### src/design/spm_map.svh
/*
  Holds the address map, field positions, reset values and sizes of the serial and trigger pin sharing block.
  Assumes it is included by its bare name from the package and the design modules.
*/
// Operation
// - Clock pin: port when off, clock when on
// - External clock only in input, external mode
// - Channel 2 data pin: port or serial data
// - Second unit data pin: port or data
// - Receive pins stay ports, always sampled
// - Clear-to-send sampled when enabled, port stays
// - Trigger pin read when trigger enabled
// - Input-shared port bits always usable
`ifndef SPM_MAP_SVH
`define SPM_MAP_SVH

`define SPM_ADDR_W 8
`define SPM_DATA_W 32
`define SPM_NUM_PINS 9
`define SPM_NUM_FUNC 10

`define SPM_ADDR_PORT_DATA 8'h00
`define SPM_ADDR_PORT_DIR 8'h04
`define SPM_ADDR_FUNC_CTRL 8'h08
`define SPM_ADDR_PIN_LEVEL 8'h0c

`define SPM_RST_PORT_DATA 9'h000
`define SPM_RST_PORT_DIR 9'h000
`define SPM_RST_FUNC_CTRL 10'h000

// Pin positions in the port vectors.
`define SPM_PIN_B5 0
`define SPM_PIN_B6 1
`define SPM_PIN_B7 2
`define SPM_PIN_C0 3
`define SPM_PIN_C1 4
`define SPM_PIN_C2 5
`define SPM_PIN_C3 6
`define SPM_PIN_C4 7
`define SPM_PIN_C5 8

// Field positions in the function control register.
`define SPM_F_CLK_OUT_CH1 0
`define SPM_F_CLK_OUT_CH2 1
`define SPM_F_CLK_OUT_U2 2
`define SPM_F_TXD_CH2 3
`define SPM_F_TXD_U2 4
`define SPM_F_EXT_CLK_CH1 5
`define SPM_F_EXT_CLK_CH2 6
`define SPM_F_EXT_CLK_U2 7
`define SPM_F_CTS_CH0 8
`define SPM_F_TRIG 9

`endif

### src/design/spm_pkg.sv
/*
  Holds the shared types of the pin sharing block.
  Assumes spm_map.svh is on the include path.
*/
`include "spm_map.svh"

package spm_pkg;
    typedef logic [`SPM_NUM_PINS-1:0] spm_pins_t;
    typedef logic [`SPM_NUM_FUNC-1:0] spm_func_t;
    typedef logic [`SPM_ADDR_W-1:0] spm_addr_t;
    typedef logic [`SPM_DATA_W-1:0] spm_word_t;
endpackage : spm_pkg

### src/design/spm_pin_cell.sv
/*
  Holds one multifunction pin cell that selects between port and peripheral output.
  Assumes the pin input is synchronous to pclk and that the peripheral output arrives on pclk.
*/
`timescale 1ns/1ps

module spm_pin_cell (
    // Clock and reset
    input wire logic pclk,
    input wire logic presetn,
    // Port and peripheral controls
    input wire logic port_data,
    input wire logic port_dir,
    input wire logic periph_en,
    input wire logic periph_out,
    // Pin
    input wire logic pin_in,
    output logic pin_out,
    output logic pin_oe,
    output logic pin_level
);
    wire logic out_d;
    wire logic oe_d;

    // A peripheral output wins; otherwise only the port bits steer the driver.
    assign out_d = periph_en ? periph_out : port_data;
    assign oe_d = periph_en | port_dir;

    always_ff @(posedge pclk or negedge presetn) begin
        if (!presetn) begin
            pin_out <= 1'b0;
            pin_oe <= 1'b0;
            pin_level <= 1'b0;
        end else begin
            pin_out <= out_d;
            pin_oe <= oe_d;
            pin_level <= pin_in;
        end
    end
endmodule : spm_pin_cell

### src/design/spm_apb_regs.sv
/*
  Holds the APB register file: port data, port direction, function control and pin level.
  Assumes an APB master on pclk; answers with no wait states.
*/
`timescale 1ns/1ps
`include "spm_map.svh"

module spm_apb_regs (
    // Clock and reset
    input wire logic pclk,
    input wire logic presetn,
    // APB
    input wire spm_pkg::spm_addr_t paddr,
    input wire logic psel,
    input wire logic penable,
    input wire logic pwrite,
    input wire spm_pkg::spm_word_t pwdata,
    output spm_pkg::spm_word_t prdata,
    output logic pready,
    output logic pslverr,
    // Register contents
    input wire spm_pkg::spm_pins_t pin_level,
    output spm_pkg::spm_pins_t port_data_q,
    output spm_pkg::spm_pins_t port_dir_q,
    output spm_pkg::spm_func_t func_q
);
    function automatic logic hit(input spm_pkg::spm_addr_t a, input spm_pkg::spm_addr_t r);
        hit = (a == r);
    endfunction : hit

    wire logic setup_w;
    wire logic wr_w;
    wire logic mapped_w;
    wire spm_pkg::spm_word_t rd_w;

    assign setup_w = psel & ~penable;
    assign wr_w = psel & penable & pwrite;
    assign mapped_w = hit(paddr, `SPM_ADDR_PORT_DATA) | hit(paddr, `SPM_ADDR_PORT_DIR) |
                      hit(paddr, `SPM_ADDR_FUNC_CTRL) | hit(paddr, `SPM_ADDR_PIN_LEVEL);
    assign rd_w = hit(paddr, `SPM_ADDR_PORT_DATA) ? {23'h000000, port_data_q} :
                  hit(paddr, `SPM_ADDR_PORT_DIR) ? {23'h000000, port_dir_q} :
                  hit(paddr, `SPM_ADDR_FUNC_CTRL) ? {22'h000000, func_q} :
                  hit(paddr, `SPM_ADDR_PIN_LEVEL) ? {23'h000000, pin_level} : 32'h00000000;

    // Read data and error are prepared in the setup cycle so they stand in the access cycle.
    always_ff @(posedge pclk or negedge presetn) begin
        if (!presetn) begin
            prdata <= 32'h00000000;
            pslverr <= 1'b0;
            pready <= 1'b0;
        end else begin
            pready <= 1'b1;
            if (setup_w) begin
                prdata <= pwrite ? 32'h00000000 : rd_w;
                pslverr <= ~mapped_w;
            end
        end
    end

    always_ff @(posedge pclk or negedge presetn) begin
        if (!presetn) begin
            port_data_q <= `SPM_RST_PORT_DATA;
            port_dir_q <= `SPM_RST_PORT_DIR;
            func_q <= `SPM_RST_FUNC_CTRL;
        end else if (wr_w) begin
            if (hit(paddr, `SPM_ADDR_PORT_DATA)) port_data_q <= pwdata[`SPM_NUM_PINS-1:0];
            if (hit(paddr, `SPM_ADDR_PORT_DIR)) port_dir_q <= pwdata[`SPM_NUM_PINS-1:0];
            if (hit(paddr, `SPM_ADDR_FUNC_CTRL)) func_q <= pwdata[`SPM_NUM_FUNC-1:0];
        end
    end
endmodule : spm_apb_regs

### src/design/spm_pin_mux.sv
/*
  Holds the top of the serial and trigger pin sharing block: nine shared pins, the serial and
  timer hookups and the APB register file.
  Assumes the serial units and the pulse timer run on pclk and that pin inputs are synchronous.
*/
`timescale 1ns/1ps
`include "spm_map.svh"

module spm_pin_mux (
    // Clock and reset
    input wire logic pclk,
    input wire logic presetn,
    // APB
    input wire spm_pkg::spm_addr_t paddr,
    input wire logic psel,
    input wire logic penable,
    input wire logic pwrite,
    input wire spm_pkg::spm_word_t pwdata,
    output spm_pkg::spm_word_t prdata,
    output logic pready,
    output logic pslverr,
    // Serial unit outputs toward the pins
    input wire logic uart_clk_out_ch1,
    input wire logic uart_clk_out_ch2,
    input wire logic uart_clk_out_unit2,
    input wire logic uart_txd_ch2,
    input wire logic uart_txd_unit2,
    // Pin inputs toward the serial units and the timer
    output logic serial_clk_ch1_ext,
    output logic serial_clk_ch2_ext,
    output logic serial_clk_unit2_ext,
    output logic serial_rxd_ch2,
    output logic serial_rxd_unit2,
    output logic clear_to_send_ch0,
    output logic pulse_timer_trigger_in,
    // Pin port_b_bit5
    input wire logic port_b_bit5_in,
    output logic port_b_bit5_out,
    output logic port_b_bit5_oe,
    // Pin port_b_bit6
    input wire logic port_b_bit6_in,
    output logic port_b_bit6_out,
    output logic port_b_bit6_oe,
    // Pin port_b_bit7
    input wire logic port_b_bit7_in,
    output logic port_b_bit7_out,
    output logic port_b_bit7_oe,
    // Pin port_c_bit0
    input wire logic port_c_bit0_in,
    output logic port_c_bit0_out,
    output logic port_c_bit0_oe,
    // Pin port_c_bit1
    input wire logic port_c_bit1_in,
    output logic port_c_bit1_out,
    output logic port_c_bit1_oe,
    // Pin port_c_bit2
    input wire logic port_c_bit2_in,
    output logic port_c_bit2_out,
    output logic port_c_bit2_oe,
    // Pin port_c_bit3
    input wire logic port_c_bit3_in,
    output logic port_c_bit3_out,
    output logic port_c_bit3_oe,
    // Pin port_c_bit4
    input wire logic port_c_bit4_in,
    output logic port_c_bit4_out,
    output logic port_c_bit4_oe,
    // Pin port_c_bit5
    input wire logic port_c_bit5_in,
    output logic port_c_bit5_out,
    output logic port_c_bit5_oe
);
    spm_pkg::spm_pins_t port_data_q;
    spm_pkg::spm_pins_t port_dir_q;
    spm_pkg::spm_func_t func_q;
    spm_pkg::spm_pins_t pin_level;
    spm_pkg::spm_pins_t pin_out_w;
    spm_pkg::spm_pins_t pin_oe_w;
    wire spm_pkg::spm_pins_t pin_in_w;
    wire spm_pkg::spm_pins_t periph_en_w;
    wire spm_pkg::spm_pins_t periph_out_w;
    wire logic ext_ch1_d;
    wire logic ext_ch2_d;
    wire logic ext_u2_d;
    wire logic cts_d;
    wire logic trig_d;

    spm_apb_regs u_regs (
        .pclk(pclk),
        .presetn(presetn),
        .paddr(paddr),
        .psel(psel),
        .penable(penable),
        .pwrite(pwrite),
        .pwdata(pwdata),
        .prdata(prdata),
        .pready(pready),
        .pslverr(pslverr),
        .pin_level(pin_level),
        .port_data_q(port_data_q),
        .port_dir_q(port_dir_q),
        .func_q(func_q)
    );

    assign pin_in_w = {port_c_bit5_in, port_c_bit4_in, port_c_bit3_in, port_c_bit2_in, port_c_bit1_in,
                       port_c_bit0_in, port_b_bit7_in, port_b_bit6_in, port_b_bit5_in};

    // Output functions per pin; the input-only pins never get a peripheral driver.
    assign periph_en_w[`SPM_PIN_B5] = func_q[`SPM_F_CLK_OUT_CH1];
    assign periph_en_w[`SPM_PIN_B6] = func_q[`SPM_F_TXD_CH2];
    assign periph_en_w[`SPM_PIN_B7] = 1'b0;
    assign periph_en_w[`SPM_PIN_C0] = func_q[`SPM_F_CLK_OUT_CH2];
    assign periph_en_w[`SPM_PIN_C1] = func_q[`SPM_F_TXD_U2];
    assign periph_en_w[`SPM_PIN_C2] = 1'b0;
    assign periph_en_w[`SPM_PIN_C3] = func_q[`SPM_F_CLK_OUT_U2];
    assign periph_en_w[`SPM_PIN_C4] = 1'b0;
    assign periph_en_w[`SPM_PIN_C5] = 1'b0;

    assign periph_out_w[`SPM_PIN_B5] = uart_clk_out_ch1;
    assign periph_out_w[`SPM_PIN_B6] = uart_txd_ch2;
    assign periph_out_w[`SPM_PIN_B7] = 1'b0;
    assign periph_out_w[`SPM_PIN_C0] = uart_clk_out_ch2;
    assign periph_out_w[`SPM_PIN_C1] = uart_txd_unit2;
    assign periph_out_w[`SPM_PIN_C2] = 1'b0;
    assign periph_out_w[`SPM_PIN_C3] = uart_clk_out_unit2;
    assign periph_out_w[`SPM_PIN_C4] = 1'b0;
    assign periph_out_w[`SPM_PIN_C5] = 1'b0;

    genvar gi;
    generate
        for (gi = 0; gi < `SPM_NUM_PINS; gi = gi + 1) begin : g_pin
            spm_pin_cell u_cell (
                .pclk(pclk),
                .presetn(presetn),
                .port_data(port_data_q[gi]),
                .port_dir(port_dir_q[gi]),
                .periph_en(periph_en_w[gi]),
                .periph_out(periph_out_w[gi]),
                .pin_in(pin_in_w[gi]),
                .pin_out(pin_out_w[gi]),
                .pin_oe(pin_oe_w[gi]),
                .pin_level(pin_level[gi])
            );
        end
    endgenerate

    assign port_b_bit5_out = pin_out_w[`SPM_PIN_B5];
    assign port_b_bit5_oe = pin_oe_w[`SPM_PIN_B5];
    assign port_b_bit6_out = pin_out_w[`SPM_PIN_B6];
    assign port_b_bit6_oe = pin_oe_w[`SPM_PIN_B6];
    assign port_b_bit7_out = pin_out_w[`SPM_PIN_B7];
    assign port_b_bit7_oe = pin_oe_w[`SPM_PIN_B7];
    assign port_c_bit0_out = pin_out_w[`SPM_PIN_C0];
    assign port_c_bit0_oe = pin_oe_w[`SPM_PIN_C0];
    assign port_c_bit1_out = pin_out_w[`SPM_PIN_C1];
    assign port_c_bit1_oe = pin_oe_w[`SPM_PIN_C1];
    assign port_c_bit2_out = pin_out_w[`SPM_PIN_C2];
    assign port_c_bit2_oe = pin_oe_w[`SPM_PIN_C2];
    assign port_c_bit3_out = pin_out_w[`SPM_PIN_C3];
    assign port_c_bit3_oe = pin_oe_w[`SPM_PIN_C3];
    assign port_c_bit4_out = pin_out_w[`SPM_PIN_C4];
    assign port_c_bit4_oe = pin_oe_w[`SPM_PIN_C4];
    assign port_c_bit5_out = pin_out_w[`SPM_PIN_C5];
    assign port_c_bit5_oe = pin_oe_w[`SPM_PIN_C5];

    // An external clock is passed only while the pin is an input and the channel is in external mode.
    assign ext_ch1_d = pin_in_w[`SPM_PIN_B5] & ~port_dir_q[`SPM_PIN_B5] & func_q[`SPM_F_EXT_CLK_CH1];
    assign ext_ch2_d = pin_in_w[`SPM_PIN_C0] & ~port_dir_q[`SPM_PIN_C0] & func_q[`SPM_F_EXT_CLK_CH2];
    assign ext_u2_d = pin_in_w[`SPM_PIN_C3] & ~port_dir_q[`SPM_PIN_C3] & func_q[`SPM_F_EXT_CLK_U2];
    assign cts_d = pin_in_w[`SPM_PIN_C4] & func_q[`SPM_F_CTS_CH0];
    assign trig_d = pin_in_w[`SPM_PIN_C5] & func_q[`SPM_F_TRIG];

    // The receive, clear-to-send and trigger levels reach the peripherals whatever the port bits do, so a driven pin reads back too.
    always_ff @(posedge pclk or negedge presetn) begin
        if (!presetn) begin
            serial_clk_ch1_ext <= 1'b0;
            serial_clk_ch2_ext <= 1'b0;
            serial_clk_unit2_ext <= 1'b0;
            serial_rxd_ch2 <= 1'b0;
            serial_rxd_unit2 <= 1'b0;
            clear_to_send_ch0 <= 1'b0;
            pulse_timer_trigger_in <= 1'b0;
        end else begin
            serial_clk_ch1_ext <= ext_ch1_d;
            serial_clk_ch2_ext <= ext_ch2_d;
            serial_clk_unit2_ext <= ext_u2_d;
            serial_rxd_ch2 <= pin_in_w[`SPM_PIN_B7];
            serial_rxd_unit2 <= pin_in_w[`SPM_PIN_C2];
            clear_to_send_ch0 <= cts_d;
            pulse_timer_trigger_in <= trig_d;
        end
    end

    // Helper that marks when the previous cycle was out of reset.
    logic past_ok_q;
    always_ff @(posedge pclk or negedge presetn) begin
        if (!presetn) begin
            past_ok_q <= 1'b0;
        end else begin
            past_ok_q <= 1'b1;
        end
    end

    clk_drive_a: assert property (@(posedge pclk) disable iff (!presetn)
        past_ok_q && func_q[`SPM_F_CLK_OUT_CH1] |=> port_b_bit5_oe && port_b_bit5_out == $past(uart_clk_out_ch1))
        else $error("clock pin of channel 1 not driving the serial clock");

    clk_port_a: assert property (@(posedge pclk) disable iff (!presetn)
        past_ok_q && !func_q[`SPM_F_CLK_OUT_U2] |=>
        port_c_bit3_oe == $past(port_dir_q[`SPM_PIN_C3]) && port_c_bit3_out == $past(port_data_q[`SPM_PIN_C3]))
        else $error("clock pin of the second unit not acting as a port bit");

    ext_clk_a: assert property (@(posedge pclk) disable iff (!presetn)
        past_ok_q && (port_dir_q[`SPM_PIN_C0] || !func_q[`SPM_F_EXT_CLK_CH2]) |=> !serial_clk_ch2_ext)
        else $error("external clock of channel 2 passed while not selected");

    ext_pass_a: assert property (@(posedge pclk) disable iff (!presetn)
        past_ok_q && !port_dir_q[`SPM_PIN_B5] && func_q[`SPM_F_EXT_CLK_CH1] ##1 past_ok_q |->
        serial_clk_ch1_ext == $past(port_b_bit5_in))
        else $error("external clock of channel 1 not following the pin");

    txd_ch2_a: assert property (@(posedge pclk) disable iff (!presetn)
        past_ok_q |=> port_b_bit6_out == ($past(func_q[`SPM_F_TXD_CH2]) ? $past(uart_txd_ch2) :
        $past(port_data_q[`SPM_PIN_B6])))
        else $error("data pin of channel 2 carries the wrong source");

    txd_unit2_a: assert property (@(posedge pclk) disable iff (!presetn)
        $rose(func_q[`SPM_F_TXD_U2]) |=> port_c_bit1_oe)
        else $error("data pin of the second unit not driven after enable");

    rxd_follow_a: assert property (@(posedge pclk) disable iff (!presetn)
        past_ok_q |=> serial_rxd_unit2 == $past(port_c_bit2_in) && serial_rxd_ch2 == $past(port_b_bit7_in))
        else $error("receive input not following its pin");

    cts_sample_a: assert property (@(posedge pclk) disable iff (!presetn)
        past_ok_q |=> clear_to_send_ch0 == ($past(port_c_bit4_in) && $past(func_q[`SPM_F_CTS_CH0])))
        else $error("clear-to-send input wrong");

    trig_sample_a: assert property (@(posedge pclk) disable iff (!presetn)
        past_ok_q |=> pulse_timer_trigger_in == ($past(port_c_bit5_in) && $past(func_q[`SPM_F_TRIG])))
        else $error("timer trigger input wrong");

    input_port_a: assert property (@(posedge pclk) disable iff (!presetn)
        past_ok_q |=> port_c_bit4_oe == $past(port_dir_q[`SPM_PIN_C4]) &&
        port_c_bit5_out == $past(port_data_q[`SPM_PIN_C5]))
        else $error("input-shared port bit not usable as a port");

    out_priority_a: assert property (@(posedge pclk) disable iff (!presetn)
        past_ok_q && func_q[`SPM_F_CLK_OUT_CH2] && !port_dir_q[`SPM_PIN_C0] |=>
        port_c_bit0_oe && port_c_bit0_out == $past(uart_clk_out_ch2))
        else $error("peripheral output enable lost to the port bits");

    // Port fallbacks, peripheral drives, input gates and the pin level register for the remaining pins.
    clk_port_ch1_a: assert property (@(posedge pclk) disable iff (!presetn)
        past_ok_q && !func_q[`SPM_F_CLK_OUT_CH1] |=> port_b_bit5_oe == $past(port_dir_q[`SPM_PIN_B5]))
        else $error("clock pin of channel 1 not acting as a port bit");

    clk_port_ch2_a: assert property (@(posedge pclk) disable iff (!presetn)
        past_ok_q && !func_q[`SPM_F_CLK_OUT_CH2] |=> port_c_bit0_out == $past(port_data_q[`SPM_PIN_C0]))
        else $error("clock pin of channel 2 not acting as a port bit");

    clk_drive_u2_a: assert property (@(posedge pclk) disable iff (!presetn)
        past_ok_q && func_q[`SPM_F_CLK_OUT_U2] |=> port_c_bit3_oe && port_c_bit3_out == $past(uart_clk_out_unit2))
        else $error("clock pin of the second unit not driving the serial clock");

    ext_gate_ch1_a: assert property (@(posedge pclk) disable iff (!presetn)
        past_ok_q && (port_dir_q[`SPM_PIN_B5] || !func_q[`SPM_F_EXT_CLK_CH1]) |=> !serial_clk_ch1_ext)
        else $error("external clock of channel 1 passed while not selected");

    ext_gate_u2_a: assert property (@(posedge pclk) disable iff (!presetn)
        past_ok_q && (port_dir_q[`SPM_PIN_C3] || !func_q[`SPM_F_EXT_CLK_U2]) |=> !serial_clk_unit2_ext)
        else $error("external clock of the second unit passed while not selected");

    ext_pass_u2_a: assert property (@(posedge pclk) disable iff (!presetn)
        past_ok_q && !port_dir_q[`SPM_PIN_C3] && func_q[`SPM_F_EXT_CLK_U2] |=>
        serial_clk_unit2_ext == $past(port_c_bit3_in))
        else $error("external clock of the second unit not following the pin");

    txd_oe_ch2_a: assert property (@(posedge pclk) disable iff (!presetn)
        past_ok_q |=> port_b_bit6_oe == ($past(func_q[`SPM_F_TXD_CH2]) || $past(port_dir_q[`SPM_PIN_B6])))
        else $error("data pin of channel 2 has the wrong driver enable");

    txd_port_u2_a: assert property (@(posedge pclk) disable iff (!presetn)
        past_ok_q |=> port_c_bit1_out == ($past(func_q[`SPM_F_TXD_U2]) ? $past(uart_txd_unit2) :
        $past(port_data_q[`SPM_PIN_C1])))
        else $error("data pin of the second unit carries the wrong source");

    rxd_port_a: assert property (@(posedge pclk) disable iff (!presetn)
        past_ok_q |=> port_b_bit7_oe == $past(port_dir_q[`SPM_PIN_B7]) &&
        port_c_bit2_out == $past(port_data_q[`SPM_PIN_C2]))
        else $error("receive pin not usable as a port bit");

    cts_port_a: assert property (@(posedge pclk) disable iff (!presetn)
        past_ok_q |=> port_c_bit4_out == $past(port_data_q[`SPM_PIN_C4]))
        else $error("clear-to-send pin not usable as a port bit");

    trig_port_a: assert property (@(posedge pclk) disable iff (!presetn)
        past_ok_q |=> port_c_bit5_oe == $past(port_dir_q[`SPM_PIN_C5]))
        else $error("trigger pin not usable as a port bit");

    pin_level_a: assert property (@(posedge pclk) disable iff (!presetn)
        past_ok_q |=> pin_level == $past(pin_in_w))
        else $error("pin level register not following the pins");
endmodule : spm_pin_mux

### config.mk
export PLATFORM = sky130hd
export DESIGN_NAME = spm_pin_mux
export DESIGN_NICKNAME = d
export VERILOG_FILES = /design/src/design/spm_pkg.sv /design/src/design/spm_pin_cell.sv /design/src/design/spm_apb_regs.sv /design/src/design/spm_pin_mux.sv
export VERILOG_INCLUDE_DIRS = /design/src /design/src/design
export SDC_FILE = /design/constraint.sdc
export NUM_CORES = 1
export LEC_CHECK = 0
export ABC_AREA = 1
export ABC_CLOCK_PERIOD_IN_PS = 1450
export BUFFER_PORTS_ARGS = -buffer_cell sky130_fd_sc_hd__buf_2
export CORE_MARGIN = 2
export CORE_UTILIZATION = 30
export CTS_CLUSTER_DIAMETER = 80
export DETAILED_ROUTE_END_ITERATION = 12
export PLACE_DENSITY_LB_ADDON = 0.2
export SKIP_CTS_REPAIR_TIMING = 1
export SYNTH_ARGS = -nofsm -noshare
export SYNTH_HDL_FRONTEND = slang
export SYNTH_HIERARCHICAL = 1
export SYNTH_SLANG_ARGS = --single-unit
### constraint.sdc
create_clock -name pclk -period 1.45 [get_ports pclk]
set_input_delay 0.0725 -clock pclk [delete_from_list [all_inputs] [get_ports pclk]]
set_output_delay 0.0725 -clock pclk [all_outputs]
set_load 0.01 [all_outputs]
### Yosys cells after proc, flatten, opt, wreduce, memory -nomap -nowiden

Cells that the tools add are included.

| word-level totals | value |
|---|---|
| register bits | 94 |
| input port bits | 59 |
| output and inout bits | 59 |
| word-level logic and storage cells | 79 |

| cells by class | value |
|---|---|
| eq/ne operators | 3 |
| mux-type cells | 10 |
| bitwise gates (word level) | 24 |
| reductions and logical operators | 4 |

Operator list:

| kind | count |
|---|---|
| 32-bit 2-to-1 mux | 4 |
| 8-bit by 4-bit equality test with 1-bit output (second input constant) | 2 |
| 1-bit bitwise AND | 11 |
| 9-bit 2-to-1 mux | 1 |
| 8-bit by 3-bit equality test with 1-bit output (second input constant) | 1 |
| 8-bit logical NOT | 1 |
| 1-bit bitwise OR | 8 |
| 2-bit AND reduction | 3 |
| 1-bit 2-to-1 mux | 5 |
| 1-bit NOT | 5 |

### Depth between registers and ports, before layout

| depth | value |
|---|---|
| word-level depth | 6 |
| depth in mapped cells | 8 |
| gate-level depth less buffers | 8 |

### Hierarchy

Netlist, hierarchy kept.

Modules (own cells, without submodules):

| module | instances | cells each | area an instance (um2) | sequential area each (um2) |
|---|---|---|---|---|
| spm_apb_regs | 1 | 293 | 2242.2 | 1001.0 |
| spm_pin_cell | 9 | 8 | 96.3 | 75.1 |
| spm_pin_mux | 1 | 18 | 224.0 | 175.2 |

### Least setup slack after synthesis

No wires, ideal clock.

| timing | value |
|---|---|
| kind | input port to flip-flop |
| start point | in paddr[5] |
| end point | reg u_regs.port_dir_q[0] |
| setup time | 0.122 ns |
| data arrival time | 0.848 ns |
| data required time | 1.328 ns |
| slack | 0.481 ns |
| stages | 5 |
| buffers on the path | 1 |
| cells stage by stage | nor2_2 > nand2_4 > nor3_4 > buf_6 > a21oi_1 |

| between the ends | value |
|---|---|
| word-level cells in the longest chain between the ends | 2 |

Ends and longest elaborated chain:

| what | RTL line | source |
|---|---|---|
| start, declared | spm_pin_mux.sv:14 | `input wire spm_pkg::spm_addr_t paddr,` |
| 8-bit by 3-bit equality test with 1-bit output | spm_apb_regs.sv:28 | `hit = (a == r);` |
| 2-bit AND reduction (no line) | -- |  |
| end signal, assigned | spm_apb_regs.sv:63 | `` port_dir_q <= `SPM_RST_PORT_DIR; `` |
| end signal, assigned | spm_apb_regs.sv:67 | `` if (hit(paddr, `SPM_ADDR_PORT_DIR)) port_dir_q <= pwdata[`SPM_NUM_PINS-1:0]; `` |
| end, declared | spm_apb_regs.sv:24 | `output spm_pkg::spm_pins_t port_dir_q,` |

No other way between the ends.
A chain may end at the register's enable or synchronous reset.

### Worst setup path after layout

| timing | value |
|---|---|
| start point | reg u_regs.prdata[0] |
| end point | out prdata[0] |

RTL lines:

| what | RTL line | source |
|---|---|---|
| start, declared | spm_apb_regs.sv:18 | `output spm_pkg::spm_word_t prdata,` |
| start signal, assigned | spm_apb_regs.sv:54 | `prdata <= pwrite ? 32'h00000000 : rd_w;` |
| end, declared | spm_pin_mux.sv:19 | `output spm_pkg::spm_word_t prdata,` |

No word-level cell between the ends.

==> impl_metrics.py <==
metrics = {
    "detailed_routing": {
        "first_iter_violations": 99,
        "dr.pass1.iters": 4,
        "drc": 0,
        "final_antenna_net_count": 0,
        "num_vias": 2608,
        "finalWirelength_microns": 7840,
        "vias_per_cell": 4.04,
        "wl_per_cell_microns": 12.1,
    },
    "logic_synthesis": {
        "synth_xor_area_share_pct": 0,
        "synth_seq_area_share_pct": 55.6,
        "synth_mux_area_share_pct": 0,
        "synth_top_family_by_area": "simple AND/OR/NAND/NOR gates",
        "synthAdderAreaFrac_pct": 0,
        "synth_compound_area_share_pct": 5.48,
        "synth_top_cells_by_area": "dfrtp_1 (56%), nand2_1 (14%), inv_1 (5.6%)",
        "synth.avg_cell_area_sq_um": 8.70,
        "syn_area_sq_mm": 0.00333,
        "ys.warnings.count": 6,
        "yosysUniqueCellTypes": 23,
        "yosys.area_share.simple_pct": 26.5,
        "synth_top_area_share_pct": 55.6,
        "ys_ff_latch": 74,
        "syn_inst": 383,
        "yosysTopAreaCell": "dfrtp_1",
    },
    "timing": {
        "finalCriticalPeriod_ns": 0.991,
        "setup_viol": 0,
        "timing.fmax_mhz": 1010,
        "grt_setup_unrepaired": "no",
        "hold_viol": 0,
        "tns_ns": 0,
        "min_period_over_period_pct": 68.3,
        "drv_slew": 0,
        "clock_skew_ns": 0.00456,
    },
    "floorplanning": {
        "pin_count": 118,
        "die_y_microns": 109,
        "rows": 38,
        "fp.dieArea_sq_mm": 0.0120,
        "core-area_sq_mm": 0.0108,
        "die_width_microns": 109,
        "start_util_pct": 30.7,
    },
    "pwr": {
        "switchingPower_mw": 0.934,
        "clkPwrFrac_pct": 35.1,
        "combPwrFrac_pct": 9.2,
        "p_int_mw": 2.91,
        "leakage_nw": 2.28,
        "swShare_pct": 24.3,
        "sequentialPowerShare_pct": 55.7,
        "vdd_ir_drop_max_uv": 324,
        "p_per_area_mw_per_mm2": 912,
    },
    "setup_path": {
        "critPathKind": "reg -> out",
        "cp_max_fo": 2,
        "end_kind": "output pin",
        "crit_buf_inv": 1,
        "critical_path.top_delay_family": "flip-flops",
        "cp.required_ns": 1.38,
        "cp_slowest_cell": "dfrtp_1",
        "slowest_delay_ns": 0.42,
        "crit_chain": "buf_2",
        "arrival_ns": 0.92,
        "cp-start-kind": "register",
    },
    "global_routing": {
        "antenna_found_initial": 0,
        "grt_pass1_wl_microns": 12400,
        "grt_max_degree": 75,
        "overflow": 0,
        "grt_pass1_vias": 2525,
        "grt_use_total_pct": 14.0,
    },
    "cts": {
        "cts_htree_levels": 3,
        "cts_tree": "yes",
        "clk_pin_slew_ns": 0.07,
        "clock_latency_ns": 0.34,
        "clockBufferDepth": 2,
        "clock_sinks": 74,
        "root_buffer": "clkbuf_8",
        "cts_buffers": 9,
    },
    "placement": {
        "dp_hpwl_microns": 5400,
        "gp_congestion": 0.814,
        "io_buffer_count": 73,
        "placed_area_sq_mm": 0.00384,
    },
    "outcome": {
        "status": "finished, final reports clean",
    },
    "hold_path": {
        "min_path_type": "in -> reg",
    },
    "finish": {
        "drive_gt1_share_pct": 22.5,
        "n_antenna_cell": 0,
        "area_growth_pct": 26.5,
        "stdcell_area_sq_mm": 0.00422,
        "layout.nets": 562,
        "multi_input_area_sq_mm": 0.00121,
        "nFillCells": 1145,
        "register_area_sq_mm": 0.00185,
    },
    "flow_run": {
        "drv_cap": 0,
    },
}
through the flow:
step | total power, mW | setup slack, ns | cells | hold WS, ns | utilization (%)
4_1_cts | 3.86 | 0.455 | 624 | -0.239 | 36.9
2_1_floorplan | 2.37 | 0.481 | 419 | -0.223 | -
3_5_place_dp | 2.50 | 0.193 | 610 | 0.137 | 35.5
5_1_grt | 4.06 | 0.429 | 646 | 0.0235 | 38.9
3_3_place_gp | 2.49 | 0.216 | 610 | 0.138 | 35.5
6_report | 3.85 | 0.459 | 646 | 0.0173 | 38.9
final timing paths:
kind / startpoint / depth (start not counted) / slack, ns / endpoint
worst max-delay path: u_regs/prdata[0] / 1 / 0.46 / prdata[0]
worst min-delay path: pwdata[7] / 3 / 0.02 / u_regs/port_dir_q[7]
worst max register to register: u_regs/port_dir_q[6] / 6 / 0.55 / u_regs/prdata[6]
worst min register to register: u_regs/port_dir_q[4] / 1 / 0.47 / g_pin[4].u_cell/pin_oe
max in group asynchronous: presetn / 3 / 0.84 / u_regs/func_q[1]
min in group asynchronous: presetn / 3 / 0.30 / u_regs/pready
kinds of logic after synthesis:
logic type,Yosys count
compound gates,31
buf+inv,78
simple gates,197
flops,74
other cells,3
flip-flops by register name, summed over array words and instances, names as in the netlist:
register                count
u_regs/port_dir_q           9
u_regs/pslverr              1
u_regs/prdata              10
serial_rxd_ch2              1
u_regs/pready               1
g_pin.u_cell/pin_level      9
g_pin.u_cell/pin_oe         9
clear_to_send_ch0           1
g_pin.u_cell/pin_out        9
serial_clk_ch2_ext          1
serial_rxd_unit2            1
serial_clk_unit2_ext        1
u_regs/func_q              10
pulse_timer_trigger_in      1
serial_clk_ch1_ext          1
u_regs/port_data_q          9
cell usage in the layout, fill, tap and decap left out:
cell type	instances
nor2_4	5
o21ai_1	19
buf_12	1
buf_2	73
dfrtp_1	74
nor3_4	1
nand3_1	17
nand3_2	3
inv_1	50
o21ai_2	5
conb_1	39
nand2_2	2
a21oi_1	3
nand2_4	1
clkbuf_8	10
nand2_1	120
a21oi_2	1
inv_2	1
nor2_2	7
dlygate4sd3_1	22
or2_1	9
clkbuf_1	4
o21ai_0	1
o31ai_1	2
nor2_1	32
buf_4	4
area by class of cell:
class / count / area share [%]
Clock buffer: 14 / 3.62
Inverter: 51 / 4.54
Multi-Input combinational cell: 267 / 28.7
Sequential cell: 74 / 43.9
Tap cell: 140 / 4.15
Timing Repair Buffer: 100 / 15.1
cells in the mapped netlist (all sizes together):
| cell | instances |
|---|---|
| clkbuf | 1 |
| o21ai | 25 |
| nand3 | 20 |
| inv | 51 |
| nor3 | 1 |
| or2 | 9 |
| nand2 | 123 |
| conb | 3 |
| o31ai | 2 |
| nor2 | 44 |
| buf | 26 |
| a21oi | 4 |
| dfrtp | 74 |
per-layer routing:
layer	up-vias	routed length [microns]	global-route usage (%)
met5	-	0	0
met4	0	97	5.61
met3	8	348	3.08
met2	69	3760	23.1
met1	1194	3630	17.9
li1	1337	-	-
power by group through the flow:
stage | registers, mW | clock network [mW] | logic [mW]
floorplan | 2.19 | 0 | 0.177
global placement | 2.18 | 0 | 0.309
detailed placement | 2.18 | 0 | 0.313
CTS | 2.14 | 1.40 | 0.313
global route | 2.15 | 1.50 | 0.407
finish | 2.14 | 1.35 | 0.353
(Power assumes the default switching activity.)
